### src/hw/fdd_pin_pkg.sv
// Constants and carrier types for the floppy drive pin interface.
// Summary of operation
// - The head-travel-sense output is high for outward motion and low for inward motion toward the spindle.
// - Each one-track head move produces one active-low pulse on the track-move output.
// - The side-select output is high for head side 0 and low for head side 1.
// - The spindle-motor-A output is pulled low to run the motor of drive 0 and released otherwise.
// - The unit-A-select output is pulled low while drive A is selected and released otherwise.
// - Serial write data leaves active low on the write-serial output, without precompensation.
// - The density-selection output carries bit 0 of the drive density code.
// - Serial read data arrives active low on the read-serial input.
// - Bit 7 of the pull-up configuration register enables the input pull-ups, which are off after reset.
// - The reference clock is 24MHz or 48MHz by configuration, with 48MHz by default.
package fdd_pin_pkg;

    // ------------------------------------------------------------------
    // Configuration and timing
    // ------------------------------------------------------------------
    localparam int         PULLUP_BIT       = 7;
    localparam logic [7:0] PULLUP_CFG_RST   = 8'h00;
    localparam logic       REF_CLK_48_RST   = 1'b1;
    localparam int         CLK_MHZ          = 100;
    localparam int         STEP_PULSE_NS    = 3000;
    localparam int         STEP_PULSE_CYC   = (STEP_PULSE_NS * CLK_MHZ + 999) / 1000;
    localparam int         STEP_CNT_W       = 16;

    // ------------------------------------------------------------------
    // Carriers
    // ------------------------------------------------------------------
    // State names differ from the step timing parameters, which would otherwise hide them.
    typedef enum logic [1:0] {
        ST_IDLE  = 2'b00,
        ST_PULSE = 2'b01,
        ST_GAP   = 2'b10
    } step_state_t;

    typedef struct packed {
        logic motor_a;
        logic select_a;
        logic dir_out;
        logic side1;
        logic write_en;
        logic write_bit;
        logic density_lsb;
    } drive_ctrl_t;

    typedef struct packed {
        logic index_mark;
        logic track_zero;
        logic write_prot;
        logic read_bit;
        logic media_changed;
    } drive_stat_t;

endpackage

### src/hw/od_pin.sv
// Open-drain output pin: pulls low while asserted, floats otherwise.
`timescale 1ns/1ps
module od_pin (
    // Clock and reset
    input  wire logic clock_in,
    input  wire logic rst_in,
    // Function
    input  wire logic assert_in,
    // Pin
    output logic      pin_out,
    output logic      pin_oe_out
);
    logic oe_ff;

    always_ff @(posedge clock_in or posedge rst_in) begin
        if (rst_in) begin
            oe_ff <= 1'b0;
        end else begin
            oe_ff <= assert_in;
        end
    end

    assign pin_out    = 1'b0;
    assign pin_oe_out = oe_ff;
endmodule // od_pin

### src/hw/fdd_pin_if.sv
// Drive-side pin logic of the floppy controller.
`timescale 1ns/1ps
module fdd_pin_if
    import fdd_pin_pkg::*;
#(
    parameter int STEP_PULSE = fdd_pin_pkg::STEP_PULSE_CYC,
    parameter int STEP_GAP   = fdd_pin_pkg::STEP_PULSE_CYC
) (
    // Clock and reset
    input  wire logic                      clock_in,
    input  wire logic                      rst_in,
    // Core side
    input  wire fdd_pin_pkg::drive_ctrl_t  ctrl_in,
    input  wire logic                      step_req_in,
    input  wire logic                      pullup_wr_in,
    input  wire logic [7:0]                pullup_wdata_in,
    input  wire logic                      ref_clk_wr_in,
    input  wire logic                      ref_clk_48_in,
    output fdd_pin_pkg::drive_stat_t       stat_out,
    output logic                           step_busy_out,
    output logic                           home_out,
    output logic                           write_inhibit_out,
    output logic [7:0]                     pullup_cfg_out,
    output logic                           ref_clk_48_out,
    // Drive pins, open drain
    output logic                           density_sel_lsb_out,
    output logic                           density_sel_lsb_oe_out,
    output logic                           spindle_motor_a_n_out,
    output logic                           spindle_motor_a_n_oe_out,
    output logic                           unit_a_select_n_out,
    output logic                           unit_a_select_n_oe_out,
    output logic                           head_dir_out,
    output logic                           head_dir_oe_out,
    output logic                           track_move_n_out,
    output logic                           track_move_n_oe_out,
    output logic                           write_serial_n_out,
    output logic                           write_serial_n_oe_out,
    output logic                           write_gate_n_out,
    output logic                           write_gate_n_oe_out,
    output logic                           side_sel_out,
    output logic                           side_sel_oe_out,
    // Drive status pins
    input  wire logic                      rev_mark_n_in,
    input  wire logic                      outer_track_n_in,
    input  wire logic                      media_protect_n_in,
    input  wire logic                      read_serial_n_in,
    input  wire logic                      media_changed_n_in,
    output logic                           pullup_en_out
);
    // ------------------------------------------------------------------
    // State
    // ------------------------------------------------------------------
    localparam int NPIN = 8;

    typedef struct packed {
        step_state_t             step_st;
        logic [STEP_CNT_W-1:0]   step_cnt;
        logic [NPIN-1:0]         low_req;
        drive_stat_t             stat;
        logic [7:0]              pullup_cfg;
        logic                    ref48;
    } state_t;

    state_t state_ff;
    state_t nxt_state;
    logic   inhibit;

    assign inhibit = state_ff.stat.write_prot;

    // ------------------------------------------------------------------
    // Next state
    // ------------------------------------------------------------------
    always_comb begin
        nxt_state = state_ff;
        nxt_state.stat.index_mark    = ~rev_mark_n_in;
        nxt_state.stat.track_zero    = ~outer_track_n_in;
        nxt_state.stat.write_prot    = ~media_protect_n_in;
        nxt_state.stat.read_bit      = ~read_serial_n_in;
        nxt_state.stat.media_changed = ~media_changed_n_in;
        if (pullup_wr_in) begin
            nxt_state.pullup_cfg = pullup_wdata_in;
        end
        if (ref_clk_wr_in) begin
            nxt_state.ref48 = ref_clk_48_in;
        end
        // A new step is not taken until the gap after the last pulse ends.
        case (state_ff.step_st)
            ST_IDLE: begin
                if (step_req_in) begin
                    nxt_state.step_st  = ST_PULSE;
                    nxt_state.step_cnt = STEP_CNT_W'(STEP_PULSE - 1);
                end
            end
            ST_PULSE: begin
                if (state_ff.step_cnt == '0) begin
                    nxt_state.step_st  = ST_GAP;
                    nxt_state.step_cnt = STEP_CNT_W'(STEP_GAP - 1);
                end else begin
                    nxt_state.step_cnt = state_ff.step_cnt - 1'b1;
                end
            end
            ST_GAP: begin
                if (state_ff.step_cnt == '0) begin
                    nxt_state.step_st = ST_IDLE;
                end else begin
                    nxt_state.step_cnt = state_ff.step_cnt - 1'b1;
                end
            end
            default: begin
                nxt_state.step_st = ST_IDLE;
            end
        endcase
        // Pins low means asserted; polarity folded per pin here.
        nxt_state.low_req[0] = ~ctrl_in.density_lsb;
        nxt_state.low_req[1] = ctrl_in.motor_a;
        nxt_state.low_req[2] = ctrl_in.select_a;
        nxt_state.low_req[3] = ~ctrl_in.dir_out;
        nxt_state.low_req[4] = (nxt_state.step_st == ST_PULSE);
        nxt_state.low_req[5] = ctrl_in.write_en & ~inhibit & ctrl_in.write_bit;
        nxt_state.low_req[6] = ctrl_in.write_en & ~inhibit;
        nxt_state.low_req[7] = ctrl_in.side1;
    end

    always_ff @(posedge clock_in or posedge rst_in) begin
        if (rst_in) begin
            state_ff            <= '0;
            state_ff.step_st    <= ST_IDLE;
            state_ff.pullup_cfg <= PULLUP_CFG_RST;
            state_ff.ref48      <= REF_CLK_48_RST;
        end else begin
            state_ff <= nxt_state;
        end
    end

    // ------------------------------------------------------------------
    // Open-drain pins
    // ------------------------------------------------------------------
    logic [NPIN-1:0] pin_lvl;
    logic [NPIN-1:0] pin_oe;

    generate
        for (genvar i = 0; i < NPIN; i++) begin : g_pin
            od_pin u_pin (
                .clock_in   (clock_in),
                .rst_in     (rst_in),
                .assert_in  (state_ff.low_req[i]),
                .pin_out    (pin_lvl[i]),
                .pin_oe_out (pin_oe[i])
            );
        end
    endgenerate

    assign density_sel_lsb_out      = pin_lvl[0];
    assign density_sel_lsb_oe_out   = pin_oe[0];
    assign spindle_motor_a_n_out    = pin_lvl[1];
    assign spindle_motor_a_n_oe_out = pin_oe[1];
    assign unit_a_select_n_out      = pin_lvl[2];
    assign unit_a_select_n_oe_out   = pin_oe[2];
    assign head_dir_out             = pin_lvl[3];
    assign head_dir_oe_out          = pin_oe[3];
    assign track_move_n_out         = pin_lvl[4];
    assign track_move_n_oe_out      = pin_oe[4];
    assign write_serial_n_out       = pin_lvl[5];
    assign write_serial_n_oe_out    = pin_oe[5];
    assign write_gate_n_out         = pin_lvl[6];
    assign write_gate_n_oe_out      = pin_oe[6];
    assign side_sel_out             = pin_lvl[7];
    assign side_sel_oe_out          = pin_oe[7];

    // ------------------------------------------------------------------
    // Status outputs
    // ------------------------------------------------------------------
    assign stat_out          = state_ff.stat;
    assign step_busy_out     = (state_ff.step_st != ST_IDLE);
    assign home_out          = state_ff.stat.track_zero;
    assign write_inhibit_out = state_ff.stat.write_prot;
    assign pullup_cfg_out    = state_ff.pullup_cfg;
    assign pullup_en_out     = state_ff.pullup_cfg[PULLUP_BIT];
    assign ref_clk_48_out    = state_ff.ref48;
endmodule // fdd_pin_if

### config.mk
export PLATFORM = sky130hd
export DESIGN_NAME = fdd_pin_if
export DESIGN_NICKNAME = d
export VERILOG_FILES = /design/src/hw/fdd_pin_pkg.sv /design/src/hw/od_pin.sv /design/src/hw/fdd_pin_if.sv
export SDC_FILE = /design/constraint.sdc
export NUM_CORES = 1
export LEC_CHECK = 0
export BUFFER_PORTS_ARGS = -buffer_cell sky130_fd_sc_hd__buf_2
export CAP_MARGIN = 10
export CORE_ASPECT_RATIO = 0.9
export CORE_UTILIZATION = 50
export CTS_CLUSTER_SIZE = 25
export DETAILED_ROUTE_END_ITERATION = 7
export PLACE_DENSITY = 0.73
export SLEW_MARGIN = 10
export SYNTH_ARGS = -nofsm -noshare
export SYNTH_HDL_FRONTEND = slang
export SYNTH_SLANG_ARGS = --single-unit
### constraint.sdc
create_clock -name clock_in -period 3.4 [get_ports clock_in]
set_clock_uncertainty 0.2 [all_clocks]
set_input_delay 0.51 -clock clock_in [delete_from_list [all_inputs] [get_ports clock_in]]
set_output_delay 0.51 -clock clock_in [all_outputs]
set_load 0.01 [all_outputs]
==> results.yml <==
floorplanning:
  die_x_um: 73.04
  die_h_um: 65.94
  start_util_pct: 53.92
  ioPinCount: 60
  rows: 22
  fp.dieArea_um2: 4816
  core_um2: 4212
cells_and_area:
  drive_gt1_share_pct: 31.60
  n_antenna_cell: 0
  area_growth_pct: 11.52
  regArea_um2: 1202
  stdcell_area_um2: 2532
  post-route-util_pct: 60.13
  fillers: 372
  multi_input_area_um2: 842.1
  final_nets: 280
routing:
  wire_per_inst_um: 12.69
  route.detailed.drc: 0
  postRouteWirelength_um: 3935
  ant_nets: 0
  drt-initial-drc-count: 122
  via_per_inst: 5.206
  dr.pass1.iters: 4
  vias: 1614
critical_path:
  path_buf_inv: 2
  required_ns: 3.44
  critPathCaptureType: "flip-flop"
  cp_slowest_cell: "dfrtp_1"
  cpMostUsedCell: "o21ai_1"
  slowest_delay_ns: 0.41
  path_cells: "inv_1 -> ha_1 -> o21ai_1 -> buf_4 -> nor3_1 -> nand2_1 -> or3_1 -> o21ai_1"
  worstPathArrival_ns: 2.49
  critPathLaunchType: "flip-flop"
  cp_max_fo: 14
  path_delay_family: "simple AND/OR/NAND/NOR gates"
  crit_type: "reg -> reg"
logic_synthesis:
  synth-seq-cells: 48
  yosysWarnings: 0
  ys_types: 46
  synthArstFlopShare_pct: 100.0
  synth_cells: 210
  synth_common_cells: "47 x dfrtp_1, 21 x buf_4, 15 x inv_1"
  netlist_top_cells_area: "dfrtp_1 52%, buf_4 6.9%, mux2_2 4.5%"
  synth.top_cell.area_share_pct: 51.79
  syn_area_um2: 2271
  synth.most_common_cell: "dfrtp_1"
  synth_edf_count: 0
  avgSynthCellArea_um2: 10.81
  synth-main-ff-cell: "dfrtp_1"
  seq_area_frac_synth_pct: 52.95
  yosysTopAreaCell: "dfrtp_1"
clock_network:
  post_cts_buffers: 0
  cts_root_buf: "clkbuf_8"
  insertion_delay_ns: 0.31
  htree_num_levels: 2
  cts_tree: "done"
  ctsLongestPathBuffers: 2
  numCtsBuffers: 5
  clock-sinks: 48
  path_clk_slew_ns: 0.09
  ctsResizeCount: 0
  ctsHoldBuffers: 0
global_route:
  grt.total_usage_pct: 18.50
  grt_max_degree: 49
  grt_pass1_vias: 1437
  gr-total-overflow: 0
  grt_pass1_wl_um: 6499
  antenna_found_initial: 0
placed_design:
  dp_hpwl_um: 2886
  placed_area_um2: 2439
  io_buffer_count: 51
  routabilityCongestion: 0.9091
sta:
  fin_crit_sh_pct: 72.17
  worst_pin_slew_ns: 0.9453
  relSlewSlack_pct: 36.89
  fmax_mhz: 407.6
  rsz0062_at_grt: "false"
  layout_min_cycle_time_ns: 2.454
  setup_violations: 0
  finalMaxSlewViolations: 0
  holdWs_ns: 0.1003
  fin_setup_tns_ns: 0
  hold_viol: 0
job:
  drv_cap: 0
power:
  leakage_nw: 1.258
  ir_drop_mv: 0.5247
  power.density_nw_per_um2: 805.6
worst_hold_path:
  hp-class: "in -> reg"
run_status:
  status: "finished, final reports clean"
-- sequential cells by signal (all words and copies together) (netlist names) --
register and cells:
stat_out 3, g_pin.u_pin.pin_oe_out 8, pullup_cfg_out 8, write_inhibit_out 1
state_ff 26, ref_clk_48_out 1, home_out 1
-- worst paths after layout --
path                               from                   endpoint  slack [ns]  cells past startpoint
max                        state_ff[38]               state_ff[37]        0.95                      8
min                          ctrl_in[6]               state_ff[15]        0.10                      1
max reg2reg                state_ff[38]               state_ff[37]        0.95                      8
min reg2reg                state_ff[14]  g_pin[0].u_pin.pin_oe_out        0.15                      0
max in group asynchronous        rst_in               state_ff[34]        2.20                      2
min in group asynchronous        rst_in                stat_out[4]        0.21                      2
-- logic make-up after synthesis --
group	after synthesis	synth area share, %
other	1	0.1651
AOI/OAI and AO/OA	45	13.22
DFF	48	52.95
muxes	9	4.463
and+or+nand+nor	60	15.32
buffers and inverters	42	11.13
adders and majority gates	5	2.755
-- power by group --
group          internal, mW  total, mW  switching [mW]
sequential            0.679      0.793           0.114
combinational         0.372      0.899           0.527
clock                 0.150      0.348           0.198
-- cell usage in the layout (no fill, tap or decap), types with 3 or more instances in the layout --
cell type,netlist,layout
buf_2,1,51
dfrtp_1,47,47
inv_1,15,14
nor2_1,12,12
o21ai_1,11,11
mux2_2,9,9
a21oi_1,8,8
nand2_1,8,8
nor3_1,8,8
conb_1,1,8
nor4_1,5,5
nor2b_1,5,5
ha_1,5,5
clkbuf_8,0,5
nand4_1,4,4
o21ai_0,4,4
a2bb2oi_1,3,3
o22a_1,3,3
nand3_1,3,3
a21o_1,3,3
-- routing by layer --
| metal | wire length [um] | up-vias | part of all wire, % | GRT usage [%] |
|---|---|---|---|---|
| met5 | 0 | - | 0 | 0 |
| li1 | - | 785 | - | - |
| met2 | 1828 | 57 | 46 | 29.28 |
| met1 | 1800 | 766 | 46 | 23.39 |
| met3 | 241 | 6 | 6.1 | 4.421 |
| met4 | 65 | 0 | 1.7 | 10.05 |
-- cell type report --
type                    count  share of cell area [%]
flip-flops and latches     48                   47.48
multi-input cells         127                   33.25
repair buffers             52                   10.38
well taps                  60                   2.964
clock buffers               5                   2.717
inverters                  15                   2.223
clock inverters             3                  0.9881
-- through the flow --
| step | std cells | worst slack, ns | total power, mW |
|---|---|---|---|
| CTS | 310 | 0.9848 | 2.042 |
| floorplan | 217 | 1.378 | 1.517 |
| finish | 310 | 0.9463 | 2.040 |
| global route | 310 | 0.7275 | 2.197 |
| global placement | 302 | 1.161 | 1.684 |
| detailed placement | 302 | 1.039 | 1.689 |
No activity file was read; power rests on OpenSTA's default activity.
